**src/mnsr_pkg.sv**
```systemverilog
// Package for the mesh node status reporter: constants and carrier types.
// Assumes a single 250 MHz clock and synchronous inputs.
package mnsr_pkg;
   localparam int unsigned CLK_MHZ          = 250;
   localparam int unsigned TICK_MS          = 1;
   localparam int unsigned TICK_CYC         = CLK_MHZ * 1000 * TICK_MS;
   localparam int unsigned BASE_UNIT_S      = 10;
   localparam int unsigned MS_PER_S         = 1000;
   localparam logic [7:0]  BASE_DEFAULT     = 8'h06;
   localparam logic [7:0]  BASE_MIN         = 8'h01;
   localparam logic [7:0]  LOC_EN_DEFAULT   = 8'h00;
   localparam logic [7:0]  BLK_SINGLE       = 8'h00;
   localparam logic [7:0]  BLK_FIRST        = 8'h01;
   localparam logic [7:0]  BLK_LAST         = 8'hff;
   localparam logic [7:0]  RSSI_WORST       = 8'hff;
   localparam logic [31:0] NULL_ID          = 32'h0000_0000;
   localparam logic [31:0] GW_ADDR          = 32'h0000_0000;
   localparam logic [7:0]  FWD_ON           = 8'h01;
   localparam int unsigned FIFO_DEPTH       = 4;
   localparam int unsigned FIFO_W           = 8;

   typedef enum logic [1:0] {
      MNSR_ROLE_GATEWAY,
      MNSR_ROLE_ROUTER,
      MNSR_ROLE_END
   } mnsr_role_t;

   typedef enum logic [2:0] {
      MNSR_EV_NONE,
      MNSR_EV_TIMER,
      MNSR_EV_POLL,
      MNSR_EV_INPUT,
      MNSR_EV_JOIN,
      MNSR_EV_TAG
   } mnsr_cause_t;

   typedef struct packed {
      logic [7:0]  din;
      logic [15:0] ain;
      logic [7:0]  temp;
      logic [7:0]  vsup;
   } mnsr_sample_t;

   typedef struct packed {
      mnsr_cause_t  cause;
      logic [31:0]  addr_data;
      mnsr_sample_t sample;
   } mnsr_event_t;

   typedef struct packed {
      logic        valid;
      logic [31:0] src_id;
      logic [7:0]  rssi;
      logic        is_locator;
      logic        neighbour;
      logic        crc_ok;
      logic [7:0]  data;
   } mnsr_rx_t;
endpackage

```
**src/mnsr_fifo.sv**
```systemverilog
// Small flip-flop FIFO with valid/ready on both sides.
// Assumes one clock and an asynchronous active-high reset.
module mnsr_fifo #(
   parameter int unsigned WIDTH = 8,
   parameter int unsigned DEPTH = 4
) (
   // Clock and reset
   input  wire logic             clk,
   input  wire logic             sys_rst,
   // Fill side
   input  wire logic             in_valid,
   output logic                  in_ready,
   input  wire logic [WIDTH-1:0] in_data,
   // Drain side
   output logic                  out_valid,
   input  wire logic             out_ready,
   output logic      [WIDTH-1:0] out_data
);
   localparam int unsigned AW = $clog2(DEPTH);

   logic [WIDTH-1:0] mem_q [DEPTH];
   logic [AW-1:0]    wr_q;
   logic [AW-1:0]    rd_q;
   logic [AW:0]      cnt_q;
   logic             push;
   logic             pop;

   assign in_ready  = (cnt_q != (AW+1)'(DEPTH));
   assign out_valid = (cnt_q != '0);
   assign out_data  = mem_q[rd_q];
   assign push      = in_valid && in_ready;
   assign pop       = out_valid && out_ready;

   // Storage
   always_ff @(posedge clk) begin
      if (push) begin
         mem_q[wr_q] <= in_data;
      end
   end

   // Pointers and count
   always_ff @(posedge clk or posedge sys_rst) begin
      if (sys_rst) begin
         wr_q  <= '0;
         rd_q  <= '0;
         cnt_q <= '0;
      end else begin
         if (push) begin
            wr_q <= (wr_q == AW'(DEPTH-1)) ? '0 : wr_q + 1'b1;
         end
         if (pop) begin
            rd_q <= (rd_q == AW'(DEPTH-1)) ? '0 : rd_q + 1'b1;
         end
         cnt_q <= cnt_q + (AW+1)'(push) - (AW+1)'(pop);
      end
   end
endmodule

```
**src/mnsr_top.sv**
```systemverilog
// Status reporter of a mesh node: block numbering, locator tracking,
// report timer, join report, tag query and neighbour forwarding.
// Assumes synchronous inputs from the radio and serial-port logic.
module mnsr_top (
   // Clock and reset
   input  wire logic                 clk,
   input  wire logic                 sys_rst,
   // Configuration
   input  wire mnsr_pkg::mnsr_role_t role,
   input  wire logic [7:0]           locator_enable_cfg,
   input  wire logic [7:0]           report_timer_setting,
   input  wire logic [7:0]           report_time_base,
   input  wire logic                 report_on_join_setting,
   input  wire logic [7:0]           neighbour_fwd_cfg,
   input  wire logic                 busy_detect_en,
   input  wire logic                 busy_skip_form,
   // Calibration store for the mesh tag
   input  wire logic                 cal_tag_we,
   input  wire logic [31:0]          cal_tag_wdata,
   input  wire logic                 config_mode,
   input  wire logic                 factory_reset,
   // Event triggers and samples
   input  wire logic                 poll_req,
   input  wire logic                 input_change,
   input  wire logic                 joined,
   input  wire logic                 tag_query,
   input  wire logic [31:0]          tag_query_addr,
   input  wire mnsr_pkg::mnsr_sample_t sample,
   // Serial stream framing
   input  wire logic                 ser_timeout,
   input  wire logic                 ser_buf_full,
   input  wire logic                 ser_flow_stop,
   input  wire logic                 ser_stream_end,
   // Radio side
   input  wire mnsr_pkg::mnsr_rx_t   rx,
   input  wire logic                 channel_busy,
   input  wire logic                 forming_req,
   // Outputs: serial send
   output logic                      ser_send,
   output logic [7:0]                stream_block_index,
   // Outputs: events
   output logic                      event_valid,
   output mnsr_pkg::mnsr_event_t     event_pkt,
   input  wire logic                 event_ack,
   // Outputs: network and locator state
   output logic [31:0]               best_locator_id,
   output logic                      busy_seen,
   output logic                      form_go,
   output logic [31:0]               mesh_instance_tag,
   // Outputs: neighbour forwarding
   output logic                      fwd_valid,
   output logic [7:0]                fwd_data,
   input  wire logic                 fwd_ready,
   output logic                      rx_drop
);
   logic        is_router;
   logic        is_gw;
   logic [7:0]  blk_q;
   logic        in_stream_q;
   logic [7:0]  best_rssi_q;
   logic        loc_seen_q;
   logic [31:0] best_id_q;
   logic [31:0] tag_q;
   logic [27:0] tick_cnt_q;
   logic        tick_ms;
   logic [31:0] base_ms_cnt_q;
   logic [31:0] base_ms;
   logic        base_tick;
   logic [7:0]  period_cnt_q;
   logic        timer_exp;
   logic        joined_q;
   logic        join_rise;
   mnsr_pkg::mnsr_cause_t cause_d;
   logic        ev_pend_q;
   mnsr_pkg::mnsr_event_t ev_q;
   logic        fifo_in_valid;
   logic        fifo_in_ready;
   logic        fifo_out_valid;
   logic [7:0]  fifo_out_data;
   logic        drop_q;
   logic        busy_q;
   logic        form_q;
   logic        send_q;

   // Next block index with wrap past 255
   function automatic logic [7:0] next_blk(input logic [7:0] b);
      next_blk = (b == mnsr_pkg::BLK_LAST) ? mnsr_pkg::BLK_FIRST : b + 8'h01;
   endfunction

   assign is_router = (role == mnsr_pkg::MNSR_ROLE_ROUTER);
   assign is_gw     = (role == mnsr_pkg::MNSR_ROLE_GATEWAY);

   always_ff @(posedge clk or posedge sys_rst) begin
      if (sys_rst) begin
         send_q <= 1'b0;
      end else begin
         send_q <= (ser_timeout || ser_buf_full) && !channel_busy;
      end
   end

   // Block index per delivery
   always_ff @(posedge clk or posedge sys_rst) begin
      if (sys_rst) begin
         blk_q       <= mnsr_pkg::BLK_SINGLE;
         in_stream_q <= 1'b0;
      end else if ((ser_timeout || ser_buf_full) && !channel_busy) begin
         if (ser_stream_end) begin
            blk_q       <= in_stream_q ? next_blk(blk_q) : mnsr_pkg::BLK_SINGLE;
            in_stream_q <= 1'b0;
         end else if (ser_flow_stop || in_stream_q) begin
            blk_q       <= in_stream_q ? next_blk(blk_q) : mnsr_pkg::BLK_FIRST;
            in_stream_q <= 1'b1;
         end else begin
            blk_q <= mnsr_pkg::BLK_SINGLE;
         end
      end else if (!in_stream_q && blk_q != mnsr_pkg::BLK_SINGLE) begin
         blk_q <= mnsr_pkg::BLK_SINGLE;
      end
   end

   // Best locator tracking
   always_ff @(posedge clk or posedge sys_rst) begin
      if (sys_rst) begin
         best_id_q   <= mnsr_pkg::NULL_ID;
         best_rssi_q <= mnsr_pkg::RSSI_WORST;
         loc_seen_q  <= 1'b0;
      end else if (rx.valid && rx.crc_ok && rx.is_locator && is_router) begin
         if (!loc_seen_q || rx.rssi <= best_rssi_q) begin
            best_id_q   <= rx.src_id;
            best_rssi_q <= rx.rssi;
            loc_seen_q  <= 1'b1;
         end
      end
   end

   // Mesh tag in calibration store
   always_ff @(posedge clk or posedge sys_rst) begin
      if (sys_rst) begin
         tag_q <= mnsr_pkg::NULL_ID;
      end else if (cal_tag_we && config_mode) begin
         tag_q <= cal_tag_wdata;
      end
   end

   // Millisecond tick divider
   always_ff @(posedge clk or posedge sys_rst) begin
      if (sys_rst) begin
         tick_cnt_q <= '0;
         tick_ms    <= 1'b0;
      end else begin
         tick_ms <= (tick_cnt_q == 28'(mnsr_pkg::TICK_CYC - 1));
         tick_cnt_q <= (tick_cnt_q == 28'(mnsr_pkg::TICK_CYC - 1))
                       ? '0 : tick_cnt_q + 28'h0000001;
      end
   end

   assign base_ms = 32'(report_time_base < mnsr_pkg::BASE_MIN
                        ? mnsr_pkg::BASE_MIN : report_time_base)
                    * 32'(mnsr_pkg::BASE_UNIT_S * mnsr_pkg::MS_PER_S);
   assign base_tick = tick_ms && (base_ms_cnt_q + 32'h1 >= base_ms);

   always_ff @(posedge clk or posedge sys_rst) begin
      if (sys_rst) begin
         base_ms_cnt_q <= '0;
      end else if (tick_ms) begin
         base_ms_cnt_q <= base_tick ? '0 : base_ms_cnt_q + 32'h1;
      end
   end

   // Report period counter
   always_ff @(posedge clk or posedge sys_rst) begin
      if (sys_rst) begin
         period_cnt_q <= '0;
         timer_exp    <= 1'b0;
      end else begin
         timer_exp <= 1'b0;
         if (report_timer_setting == 8'h00) begin
            period_cnt_q <= '0;
         end else if (base_tick) begin
            if (period_cnt_q + 8'h01 >= report_timer_setting) begin
               period_cnt_q <= '0;
               timer_exp    <= 1'b1;
            end else begin
               period_cnt_q <= period_cnt_q + 8'h01;
            end
         end
      end
   end

   // Join edge
   always_ff @(posedge clk or posedge sys_rst) begin
      if (sys_rst) begin
         joined_q <= 1'b0;
      end else begin
         joined_q <= joined;
      end
   end
   assign join_rise = joined && !joined_q;

   // Event cause, input change first
   always_comb begin
      cause_d = mnsr_pkg::MNSR_EV_NONE;
      if (input_change) begin
         cause_d = mnsr_pkg::MNSR_EV_INPUT;
      end else if (tag_query && is_gw && tag_query_addr == mnsr_pkg::GW_ADDR) begin
         cause_d = mnsr_pkg::MNSR_EV_TAG;
      end else if (poll_req) begin
         cause_d = mnsr_pkg::MNSR_EV_POLL;
      end else if (timer_exp) begin
         cause_d = mnsr_pkg::MNSR_EV_TIMER;
      end else if (join_rise && is_router && report_on_join_setting) begin
         cause_d = mnsr_pkg::MNSR_EV_JOIN;
      end
   end

   // Event holding register
   always_ff @(posedge clk or posedge sys_rst) begin
      if (sys_rst) begin
         ev_pend_q <= 1'b0;
         ev_q      <= '0;
      end else if (cause_d != mnsr_pkg::MNSR_EV_NONE &&
                   (!ev_pend_q || event_ack)) begin
         ev_pend_q       <= 1'b1;
         ev_q.cause      <= cause_d;
         ev_q.sample     <= sample;
         ev_q.addr_data  <= (cause_d == mnsr_pkg::MNSR_EV_TAG)
                            ? tag_q : best_id_q;
      end else if (event_ack) begin
         ev_pend_q <= 1'b0;
      end
   end

   // Gateway busy detect
   always_ff @(posedge clk or posedge sys_rst) begin
      if (sys_rst) begin
         busy_q <= 1'b0;
         form_q <= 1'b0;
      end else begin
         busy_q <= is_gw && busy_detect_en && (busy_q || channel_busy);
         form_q <= is_gw && forming_req &&
                   !(busy_detect_en && busy_skip_form &&
                     (busy_q || channel_busy));
      end
   end

   assign fifo_in_valid = rx.valid && rx.crc_ok && rx.neighbour && is_router &&
                          neighbour_fwd_cfg == mnsr_pkg::FWD_ON;

   always_ff @(posedge clk or posedge sys_rst) begin
      if (sys_rst) begin
         drop_q <= 1'b0;
      end else begin
         drop_q <= rx.valid && rx.neighbour &&
                   (!rx.crc_ok || (fifo_in_valid && !fifo_in_ready));
      end
   end

   mnsr_fifo #(
      .WIDTH (mnsr_pkg::FIFO_W),
      .DEPTH (mnsr_pkg::FIFO_DEPTH)
   ) u_fifo (
      .clk       (clk),
      .sys_rst   (sys_rst),
      .in_valid  (fifo_in_valid),
      .in_ready  (fifo_in_ready),
      .in_data   (rx.data),
      .out_valid (fifo_out_valid),
      .out_ready (fwd_ready && !fwd_valid),
      .out_data  (fifo_out_data)
   );

   // Forward output register
   always_ff @(posedge clk or posedge sys_rst) begin
      if (sys_rst) begin
         fwd_valid <= 1'b0;
         fwd_data  <= '0;
      end else if (fwd_valid) begin
         fwd_valid <= 1'b0;
      end else if (fifo_out_valid && fwd_ready) begin
         fwd_valid <= 1'b1;
         fwd_data  <= fifo_out_data;
      end
   end

   // Registered outputs
   always_ff @(posedge clk or posedge sys_rst) begin
      if (sys_rst) begin
         ser_send           <= 1'b0;
         stream_block_index <= mnsr_pkg::BLK_SINGLE;
         event_valid        <= 1'b0;
         event_pkt          <= '0;
         best_locator_id    <= mnsr_pkg::NULL_ID;
         busy_seen          <= 1'b0;
         form_go            <= 1'b0;
         mesh_instance_tag  <= mnsr_pkg::NULL_ID;
         rx_drop            <= 1'b0;
      end else begin
         ser_send           <= send_q;
         stream_block_index <= blk_q;
         event_valid        <= ev_pend_q && !event_ack;
         event_pkt          <= ev_q;
         best_locator_id    <= best_id_q;
         busy_seen          <= busy_q;
         form_go            <= form_q;
         mesh_instance_tag  <= tag_q;
         rx_drop            <= drop_q;
      end
   end
endmodule

```
**config.mk**
```make
export PLATFORM = sky130hd
export DESIGN_NAME = mnsr_top
export DESIGN_NICKNAME = d
export VERILOG_FILES = /design/src/mnsr_pkg.sv /design/src/mnsr_fifo.sv /design/src/mnsr_top.sv
export SDC_FILE = /design/constraint.sdc
export NUM_CORES = 1
export LEC_CHECK = 0
export BUFFER_PORTS_ARGS = -buffer_cell sky130_fd_sc_hd__buf_2
export CORE_MARGIN = 2
export CORE_UTILIZATION = 55
export DETAILED_ROUTE_END_ITERATION = 6
export HOLD_SLACK_MARGIN = 0.1
export PLACE_DENSITY = 0.8
export SKIP_CTS_REPAIR_TIMING = 1
export SYNTH_ARGS = -nofsm -noshare
export SYNTH_HDL_FRONTEND = slang
export SYNTH_HIERARCHICAL = 1
export SYNTH_SLANG_ARGS = --single-unit
```
**constraint.sdc**
```tcl
create_clock -name clk -period 12.7 [get_ports clk]
set_input_delay 0 -clock clk [delete_from_list [all_inputs] [get_ports clk]]
set_output_delay 0 -clock clk [all_outputs]
set_load 0.01 [all_outputs]
```
==> results of run 1 <==
per-layer routing:
metal / GRT usage / part of all wire / up-vias
met5: 0 / 0 / -
met1: 0.2989 / 0.39 / 6469
met2: 0.4003 / 0.51 / 507
li1: - / - / 5901
met4: 0.08857 / 0.038 / 0
met3: 0.05781 / 0.060 / 125
worst max-delay path: stages:
cell and delay [ps]:
buf_2 140, nor4_1 440, a31oi_1 280, ha_1 370, ha_1 270, inv_1 50, fa_1 540, inv_1 60
fa_1 480, ha_1 330, inv_1 80, a21oi_1 50, o21ai_0 220, a21oi_1 120, o21ai_0 220, or4b_2 600
o311a_1 170, ha_1 190, a21oi_1 170, nand3_1 100, o31a_1 250, a41oi_2 170, nand4b_2 710, nand2_2 450
mux2i_1 200, dlygate4sd3_1 550
final timing paths:
check	endpoint	depth (start not counted)	slack (ps)	start
max in group asynchronous	event_pkt[41]	5	10080	sys_rst
min in group asynchronous	ev_q[37]	3	140	sys_rst
hold / removal	joined_q	2	110	joined
hold reg to reg	form_go	0	350	form_q
setup / recovery	period_cnt_q[1]	26	5960	report_time_base[2]
setup reg to reg	period_cnt_q[1]	16	7820	base_ms_cnt_q[0]
power by group:
part | switching, W | internal [W]
sequential | 0.000154 | 0.00164
clock | 0.000548 | 0.000768
combinational | 0.000405 | 0.000367
final cells by class:
class,count,share of cell area
flip-flops and latches,433,0.4701
multi-input cells,828,0.2826
repair buffers,529,0.1479
clock buffers,62,0.05467
well taps,442,0.02362
inverters,77,0.01267
clock inverters,13,0.008177
diodes,2,0.0002138
logic make-up after synthesis:
logic type / synth area share
compound gates: 0.05841
flops: 0.6088
simple gates: 0.09814
fa+ha+maj: 0.07461
buf+inv: 0.02671
xor+xnor: 0.02955
mux: 0.1038
sequential cells by signal (all words and copies together) (netlist names), 2 cells and up:
name and cells:
u_fifo/mem_q 32, period_cnt_q 8, blk_q 8, u_fifo/cnt_q 3, event_pkt 75, ev_q 75, tag_q 32, base_ms_cnt_q 32
best_rssi_q 8, mesh_instance_tag 32, best_locator_id 32, u_fifo/rd_q 2, fwd_data 8, tick_cnt_q 28, best_id_q 32, stream_block_index 8
u_fifo/wr_q 2
layout by cell type (no fill, tap or decap), types with 8 or more instances in the layout:
| cell | count |
|---|---|
| xnor2_1 | 37 |
| nor3_1 | 17 |
| nor2_1 | 55 |
| buf_4 | 10 |
| mux4_2 | 8 |
| buf_2 | 361 |
| fa_1 | 13 |
| ha_1 | 87 |
| a21o_1 | 11 |
| mux2i_1 | 36 |
| nand4_1 | 22 |
| nand2_1 | 92 |
| clkbuf_8 | 9 |
| nor4_1 | 16 |
| inv_1 | 76 |
| mux2_2 | 116 |
| or3_1 | 8 |
| nor2b_1 | 21 |
| and3_1 | 18 |
| edfxtp_1 | 32 |
| o21ai_0 | 74 |
| xor2_1 | 24 |
| clkbuf_16 | 45 |
| o2bb2ai_1 | 12 |
| clkbuf_1 | 8 |
| a22o_1 | 9 |
| dfstp_2 | 8 |
| dfrtp_1 | 393 |
| a21oi_1 | 29 |
| nand3_1 | 45 |
| nand2b_1 | 8 |
| dlygate4sd3_1 | 158 |
metrics by stage:
step / instances / total power (W)
2_1_floorplan: 1381 / 0.002213
3_3_place_gp: 2151 / 0.002465
3_5_place_dp: 2151 / 0.002510
4_1_cts: 2226 / 0.003820
5_1_grt: 2385 / 0.004067
6_report: 2386 / 0.003883
==> results.ini, run 1 <==
[cts]
clock_path_buffers=3
htree_levels=2
cts_num_sinks=433
cts_tree=built
path_clk_slew_ps=60
worst_skew_pair.late_latency_ps=560
cts_made_buffers=45
cts_root_buffer=clkbuf_16

[floorplanning]
core_um2=32450
dieArea_um2=34340
start_util=0.5571
die_w_um=185.3
die_h_um=185.3
rows=66
pin_count=371

[final_layout]
post-route-util=0.7214
area_growth_syn_to_layout_pct=29.50
regArea_um2=11010
fillCellCount=2067
multi_input_area_um2=6616
drive_above_1_share=0.3079
fin_area_um2=23410
nets=2224

[sta]
whs_ps=114.4
setup_viol=0
fin_crit_ps=6745
finalWorstSetupSlack_ps=5955
finClkSkew_ps=15.62
hold_viol=0
finalSetupTns_ps=0
clock.fmax_ghz=0.1483
period_share=0.5311
tightest_slew_ps=1199
slew_headroom=0.1942
rsz0062_at_grt=false
slew_viol_final=0

[logic_synthesis]
avgSynthCellArea_um2=13.09
synth_edf_count=32
synth_top_area_cell=dfrtp_1
synth_cells=1381
async_flop_share=0.9261
ys_ff_latch=433
synth_warnings=6
syn-num-nets=1691
synth_flop_cell=dfrtp_1
synthTopCellsByArea=dfrtp_1 54%, mux2_2 7.2%, ha_1 6.0%
synth_area_um2=18080
synth.most_common_cell=dfrtp_1
synth.distinct_cells=73
netlist_top_cells_count=393 x dfrtp_1, 116 x mux2_2, 92 x nand2_1
yosysSeqAreaShare=0.6088
synth.top_cell.area_share=0.5440

[job]
max_cap_violations=0

[route]
firstDrtPassIters=5
routed_wl_mm=47.13
routedWlPerCell_um=19.75
dr.first_iter.drc_count=656
routed-via-count=13002
ant_nets=0
drcViolationCount=0
viasPerCell=5.449

[grt]
grt_start_max_net_pins=101
overflow=0
first_global_vias=12170
grt_pass1_wl_mm=63.87
grt_use_total=0.2378
antenna_found_initial=1

[worst_setup_path]
end_kind=register
critPathKind=input pin to register
start_kind=input pin
crit_fanout=31
arrival_ps=7250
worstPathRequired_ps=13200

[power_and_ir_drop]
ir_drop_mv=0.1139
p_per_area_nw_per_um2=165.9
cellLeakagePower_nw=11.16

[placed_design]
gp_congestion=0.8406
dp_slack_ps=5702
hpwl_mm=29.09
portBuffers=361
placed_area_um2=20350

[hold_path]
min_path_type=input pin to register

[run_status]
outcome=complete, no violations

Power figures use the tool's default switching activity.
==> run 2, diff against run 1 <==
Settings changed: ABC_AREA set to 1, CORE_UTILIZATION 55 to 50, PLACE_DENSITY 0.8 to 0.76.
Clock period 12.7 ns to 5.5 ns, I/O delays scaled along.
==> run 2 against run 1 <==
Area after synthesis rose by 4.6%; synthesized cell count is 44% higher; count of clock-buffer cells in the layout up 4; clock skew increased by 15 ps; routed wire length rose by 14%; non-clock buffer count shrank 5; setup slack worse by 5300 ps; sequential power up 120%; total power rose by 120%; cell count up 28%; global-route usage increased by 0.75 points; final area increased by 3.4%; critical endpoint is now period_cnt_q[2]; largest cell class unchanged; highest routed layer unchanged.
==> results.ini, run 2 <==
[run_status]
outcome=complete, no violations  ; unchanged

[cts]
worst_skew_pair.late_latency_ps=590  ; was 560 ps
htree_levels=2  ; unchanged
clock_path_buffers=3  ; unchanged
cts_tree=built  ; unchanged
cts_num_sinks=433  ; unchanged
cts_root_buffer=clkbuf_16  ; unchanged
path_clk_slew_ps=60  ; about the same
cts_made_buffers=45  ; unchanged

[final_layout]
instances_no_fill=3053  ; was 2,386
area_growth_syn_to_layout_pct=28.08  ; was 29.50%
nets=2816  ; was 2,224
final_common_cell=nand2_1  ; was dfrtp_1
layout_common_cells=510 x nand2_1, 393 x dfrtp_1, 361 x buf_2  ; was 393 x dfrtp_1, 361 x buf_2, 158 x dlygate4sd3_1
regArea_um2=11010  ; unchanged
multi_input_area_um2=6723  ; was 6616 um^2
drive_above_1_share=0.1894  ; was 0.3079
reg.largest.list=ev_q x75, event_pkt x75  ; unchanged
fillCellCount=2853  ; was 2,067

[logic_synthesis]
synth_area_um2=18910  ; was 18,080 um^2
synth_edf_count=32  ; unchanged
ys_ff_latch=433  ; unchanged
avgSynthCellArea_um2=9.487  ; was 13.09 um^2
syn-num-nets=2303  ; was 1,691
synth_warnings=6  ; unchanged
synth_cells=1993  ; was 1,381
synth.top_cell.area_share=0.5201  ; was 0.5440
synth_top_area_cell=dfrtp_1  ; unchanged
synth_flop_cell=dfrtp_1  ; unchanged
async_flop_share=0.9261  ; unchanged
synth.distinct_cells=45  ; was 73
netlist_top_cells_count=512 x nand2_1, 393 x dfrtp_1, 247 x inv_1  ; was 393 x dfrtp_1, 116 x mux2_2, 92 x nand2_1
yosysSeqAreaShare=0.5821  ; was 0.6088
synthTopCellsByArea=dfrtp_1 52%, nand2_1 10%, ha_1 5.8%  ; was dfrtp_1 54%, mux2_2 7.2%, ha_1 6.0%
synth.most_common_cell=nand2_1  ; was dfrtp_1

[worst_setup_path]
worstReg2RegEnd=best_rssi_q[7]  ; was period_cnt_q[1]
worstPathRequired_ps=6020  ; was 13,200 ps
path_depth=31  ; was 26
crit_fanout=10  ; was 31
end_kind=register  ; unchanged
critPathKind=input pin to register  ; unchanged
crit_path_max_incr_delay_ps=530  ; was 710 ps
startpoint=report_time_base[6]  ; was report_time_base[2]
critPathSlowestCell=fa_1  ; was nand4b_2
endpoint=period_cnt_q[2]  ; was period_cnt_q[1]
crit_family=adder cells  ; was simple AND/OR/NAND/NOR gates
regToRegStartpoint=best_rssi_q[3]  ; was base_ms_cnt_q[0]
reg2reg_depth=11  ; was 16
arrival_ps=5310  ; was 7250 ps
start_kind=input pin  ; unchanged
worst-path-buf-inv=5  ; unchanged
r2r_slack_ps=2250  ; was 7820 ps

[floorplanning]
die_h_um=198.5  ; was 185.3 um
rows=71  ; was 66
die_w_um=198.5  ; was 185.3 um
start_util=0.5044  ; was 0.5571
core_um2=37490  ; was 32,450 um^2
pin_count=371  ; unchanged
dieArea_um2=39390  ; was 34,340 um^2

[placed_design]
hpwl_mm=33.61  ; was 29.09 mm
dp.cells=2818  ; was 2,151
portBuffers=361  ; unchanged
gp_congestion=0.8938  ; was 0.8406

[grt]
antenna_found_initial=1  ; unchanged
overflow=0  ; unchanged
grt_use_total=0.2453  ; was 0.2378
grt_start_max_net_pins=204  ; was 101
first_global_vias=14788  ; was 12,170
grt_pass1_wl_mm=75.09  ; was 63.87 mm

[power_and_ir_drop]
ir_drop_mv=0.2613  ; was 0.1139 mV
p_per_area_nw_per_um2=357.2  ; was 165.9 nW/um^2
seqPwrFrac=0.456  ; was 0.462
combPwrFrac=0.193  ; was 0.199
p_switching_w=0.002571  ; was 0.001107 W
swShare=0.2972  ; was 0.2851
cellLeakagePower_nw=12.56  ; was 11.16 nW
intPower_w=0.006079  ; was 0.002776 W
p_clk_frac=0.351  ; was 0.339
total_power_w=0.008650  ; was 0.003883 W

[route]
routedWlPerCell_um=17.55  ; was 19.75 um
routed-via-count=15924  ; was 13,002
firstDrtPassIters=5  ; unchanged
drcViolationCount=0  ; unchanged
dr.first_iter.drc_count=980  ; was 656
viasPerCell=5.216  ; was 5.449
routed_wl_mm=53.57  ; was 47.13 mm
ant_nets=0  ; unchanged

[sta]
finClkSkew_ps=30.31  ; was 15.62 ps
tightest_slew_ps=1124  ; was 1199 ps
fin_crit_ps=4796
finalSetupTns_ps=0  ; unchanged
hold_viol=0  ; unchanged
slew_viol_final=0  ; unchanged
clock.fmax_ghz=0.2085
slew_headroom=0.2497  ; was 0.1942
rsz0062_at_grt=false  ; unchanged
period_share=0.8719
setup_viol=0  ; unchanged

[job]
max_cap_violations=0  ; unchanged

[hold_path]
min_path_type=input pin to register  ; unchanged

[run 2: changes by cell type after synthesis, moves of 23 or more]
| cell | previous run | this run |
|---|---|---|
| nand2_1 | 92 | 512 |
| inv_1 | 77 | 247 |
| nor2_1 | 56 | 196 |
| mux2_2 | 116 | 0 |
| a21oi_1 | 30 | 98 |
| o21ai_0 | 74 | 30 |
| nand3_1 | 45 | 83 |
| mux2i_1 | 36 | 0 |
| nand4_1 | 22 | 57 |
| clkbuf_1 | 22 | 52 |
| xnor2_1 | 37 | 14 |
[run 2: stage by stage]
stage / worst slack (ps) / hold WS (ps) / util / instance area (um^2)
finish: 704.4 / 99.80 / 0.6460 / 24220
CTS: 749.8 / -636.4 / 0.6053 / 22690
detailed placement: 152.5 / -24.98 / 0.5663 / 21230
global placement: 363.4 / -25.60 / 0.5663 / 21230
global route: 182.6 / 116.8 / 0.6459 / 24210
floorplan: 204.7 / -196.6 / - / 18910
[run 2: cells by family (layout without fill, tap and decap cells)]
kind of cell | count (synthesis) | in the layout | share of synthesized area
simple gates | 934 | 934 | 0.2108
flops | 433 | 433 | 0.5821
buf+inv | 309 | 856 | 0.06386
compound gates | 169 | 169 | 0.04976
fa+ha+maj | 100 | 100 | 0.07133
xor+xnor | 48 | 48 | 0.02223
other cells | 0 | 2 | 0
[run 2: power by group through the flow]
stage / Sequential, W / Combinational (W) / Clock [W]
2_1_floorplan: 0.00401 / 0.000907 / 0
3_3_place_gp: 0.00395 / 0.00148 / 0
3_5_place_dp: 0.00398 / 0.00154 / 0
4_1_cts: 0.00392 / 0.00156 / 0.00307
5_1_grt: 0.00399 / 0.00189 / 0.00320
6_report: 0.00395 / 0.00167 / 0.00303
[run 2: worst reg2reg max path, delay by kind of cell, from the launching register on]
family	cells	cell delay (ps)
flip-flops	1	520
AND/OR/NAND/NOR	2	150
AO/OA/AOI/OAI	4	640
buffers and inverters	4	1590
adder cells (fa/ha/maj)	1	290
[run 2: routing by layer]
| metal | global-route usage | vias to the layer above | wire length (um) |
|---|---|---|---|
| met2 | 0.4113 | 672 | 25920 |
| met3 | 0.05324 | 176 | 3860 |
| met1 | 0.3070 | 7690 | 21280 |
| met5 | 0 | - | 0 |
| met4 | 0.1086 | 0 | 2511 |
| li1 | - | 7386 | - |
[run 2: area by class of cell]
cell class | instances | share of cell area
Antenna cell | 2 | 0.0002067
Clock inverter | 15 | 0.006820
Clock buffer | 66 | 0.05352
Inverter | 251 | 0.03916
Timing Repair Buffer | 524 | 0.1419
Multi-Input combinational cell | 1251 | 0.2776
Sequential cell | 433 | 0.4544
Tap cell | 511 | 0.02640
[run 2: worst min-delay path by stage]
stage	slack, ps	to	from	depth (start not counted)
after floorplan	-200	u_fifo/cnt_q[0]	sys_rst	1
after CTS	-640	u_fifo/cnt_q[0]	sys_rst	2
final	100	timer_exp	report_timer_setting[7]	6
after global routing	120	ev_q[73]	tag_query_addr[29]	5
after detailed placement	-20	u_fifo/rd_q[0]	sys_rst	2
after global placement	-30	u_fifo/rd_q[0]	sys_rst	2
==> run 3, diff against run 2 <==
Settings changed: PLACE_DENSITY 0.76 to 0.87.
==> run 3 against run 2 <==
Worst hold slack improved by 12 ps; core utilization about the same; highest routed layer is now met5; fmax decreased by 0.97%; global-route usage is 0.43 points higher; clock power is 5% higher; die area stayed put; critical path depth unchanged; cell count shrank 0.23%; total power rose by 2.7%; first-iteration DRC count grew 24%.
==> results.ini, run 3 (synthesized netlist as in run 2, its figures left out) <==
[run_status]
outcome=complete, no violations  ; unchanged

[final_layout]
final_common_cell=nand2_1  ; unchanged
area_growth_syn_to_layout_pct=28.06  ; was 28.08%
nets=2807  ; was 2,816
reg.largest.list=ev_q x75, event_pkt x75  ; unchanged
instances_no_fill=3046  ; was 3,053
drive_above_1_share=0.1911  ; was 0.1894
layout_common_cells=510 x nand2_1, 393 x dfrtp_1, 361 x buf_2  ; unchanged

[worst_setup_path]
worstPathRequired_ps=5980  ; was 6020 ps
arrival_ps=5320  ; was 5310 ps
end_kind=register  ; unchanged
endpoint=period_cnt_q[5]  ; was period_cnt_q[2]
crit_fanout=10  ; unchanged
start_kind=input pin  ; unchanged
critPathKind=input pin to register  ; unchanged
startpoint=report_time_base[6]  ; unchanged
reg2reg_depth=8  ; was 11
critPathSlowestCell=fa_1  ; unchanged
crit_path_max_incr_delay_ps=520  ; was 530 ps
worstReg2RegEnd=ev_q[20]  ; was best_rssi_q[7]
regToRegStartpoint=joined_q  ; was best_rssi_q[3]
r2r_slack_ps=1980  ; was 2250 ps

[route]
viasPerCell=5.382  ; was 5.216
routed-via-count=16393  ; was 15,924
routed_wl_mm=57.90  ; was 53.57 mm
firstDrtPassIters=6  ; was 5
drcViolationCount=0  ; unchanged
ant_nets=0  ; unchanged
routedWlPerCell_um=19.01  ; was 17.55 um
dr.first_iter.drc_count=1218  ; was 980

[floorplanning]
die_w_um=198.5  ; unchanged
dieArea_um2=39390  ; unchanged
pin_count=371  ; unchanged
rows=71  ; unchanged
start_util=0.5044  ; unchanged
core_um2=37490  ; unchanged
die_h_um=198.5  ; unchanged

[grt]
grt_pass1_wl_mm=77.42  ; was 75.09 mm
grt_use_total=0.2496  ; was 0.2453
grt_start_max_net_pins=193  ; was 204
first_global_vias=15232  ; was 14,788
overflow=0  ; unchanged
antenna_found_initial=5  ; was 1

[cts]
cts_root_buffer=clkbuf_16  ; unchanged
worst_skew_pair.late_latency_ps=560  ; was 590 ps
cts_made_buffers=45  ; unchanged
cts_tree=built  ; unchanged
htree_levels=2  ; unchanged
cts_num_sinks=433  ; unchanged
clock_path_buffers=3  ; unchanged
path_clk_slew_ps=60  ; about the same

[sta]
rsz0062_at_grt=false  ; unchanged
finalWorstSetupSlack_ps=657.6  ; was 704.4 ps
whs_ps=112.0  ; was 99.80 ps
tightest_slew_ps=1164  ; was 1124 ps
slew_headroom=0.2231  ; was 0.2497
clock.fmax_ghz=0.2065  ; was 0.2085 GHz
period_share=0.8804  ; was 0.8719
slew_viol_final=0  ; unchanged
hold_viol=0  ; unchanged
setup_viol=0  ; unchanged
finalSetupTns_ps=0  ; unchanged
fin_crit_ps=4842  ; was 4796 ps
finClkSkew_ps=24.67  ; was 30.31 ps

[placed_design]
portBuffers=361  ; unchanged
dp.cells=2817  ; was 2,818
dp_slack_ps=97.50  ; was 152.5 ps
gp_congestion=0.9031  ; was 0.8938
hpwl_mm=34.80  ; was 33.61 mm

[power_and_ir_drop]
total_power_w=0.008885  ; was 0.008650 W
cellLeakagePower_nw=12.56  ; about the same
ir_drop_mv=0.2235  ; was 0.2613 mV
p_per_area_nw_per_um2=366.9  ; was 357.2 nW/um^2

[job]
max_cap_violations=0  ; unchanged

[hold_path]
min_path_type=input pin to register  ; unchanged

==> run 3: report_power, final <==
| group | total, W | switching, W | internal, W |
|---|---|---|---|
| Clock | 0.00318 | 0.00131 | 0.00187 |
| Sequential | 0.00397 | 0.000297 | 0.00367 |
| Combinational | 0.00174 | 0.00108 | 0.000661 |
| Total | 0.00888 | 0.00268 | 0.00620 |
==> run 3: cell type report <==
class / instances / area [um^2]
fill: 2684 / 13270
timing repair buffer: 515 / 3348
antenna: 2 / 5.005
inverter: 251 / 948.4
sequential: 433 / 11010
clock inverter: 20 / 226.5
multi-input combinational: 1251 / 6728
tap: 511 / 639.4
clock buffer: 63 / 1314
==> run 3: metrics by stage <==
step | area [um^2] | utilization
after floorplan | 18910 | -
after global placement | 21230 | 0.5663
after detailed placement | 21230 | 0.5663
after CTS | 22770 | 0.6073
after global routing | 24210 | 0.6459
final | 24210 | 0.6459
==> run 3: worst min path at each step <==
stage	slack, ps	endpoint	depth (start not counted)	from
after global routing	120	timer_exp	5	report_timer_setting[0]
final	110	timer_exp	5	report_timer_setting[0]
after CTS	-570	u_fifo/cnt_q[0]	2	sys_rst
after global placement	7	u_fifo/rd_q[0]	2	sys_rst
after floorplan	-200	u_fifo/cnt_q[0]	1	sys_rst
after detailed placement	20	u_fifo/rd_q[0]	2	sys_rst
==> run 3: layer usage <==
| metal | vias up | track usage | wire length [um] |
|---|---|---|---|
| met2 | 900 | 0.4298 | 27940 |
| met5 | - | 0 | 42 |
| met1 | 7868 | 0.3026 | 21850 |
| li1 | 7384 | - | - |
| met4 | 6 | 0.1108 | 3051 |
| met3 | 235 | 0.05375 | 5007 |
==> run 3: worst max-delay path, delay by kind of cell <==
kind / cells / cell delay, ps
compound gates: 6 / 960
xor+xnor: 1 / 210
fa+ha+maj: 7 / 2400
buf+inv: 5 / 350
simple gates: 12 / 1370
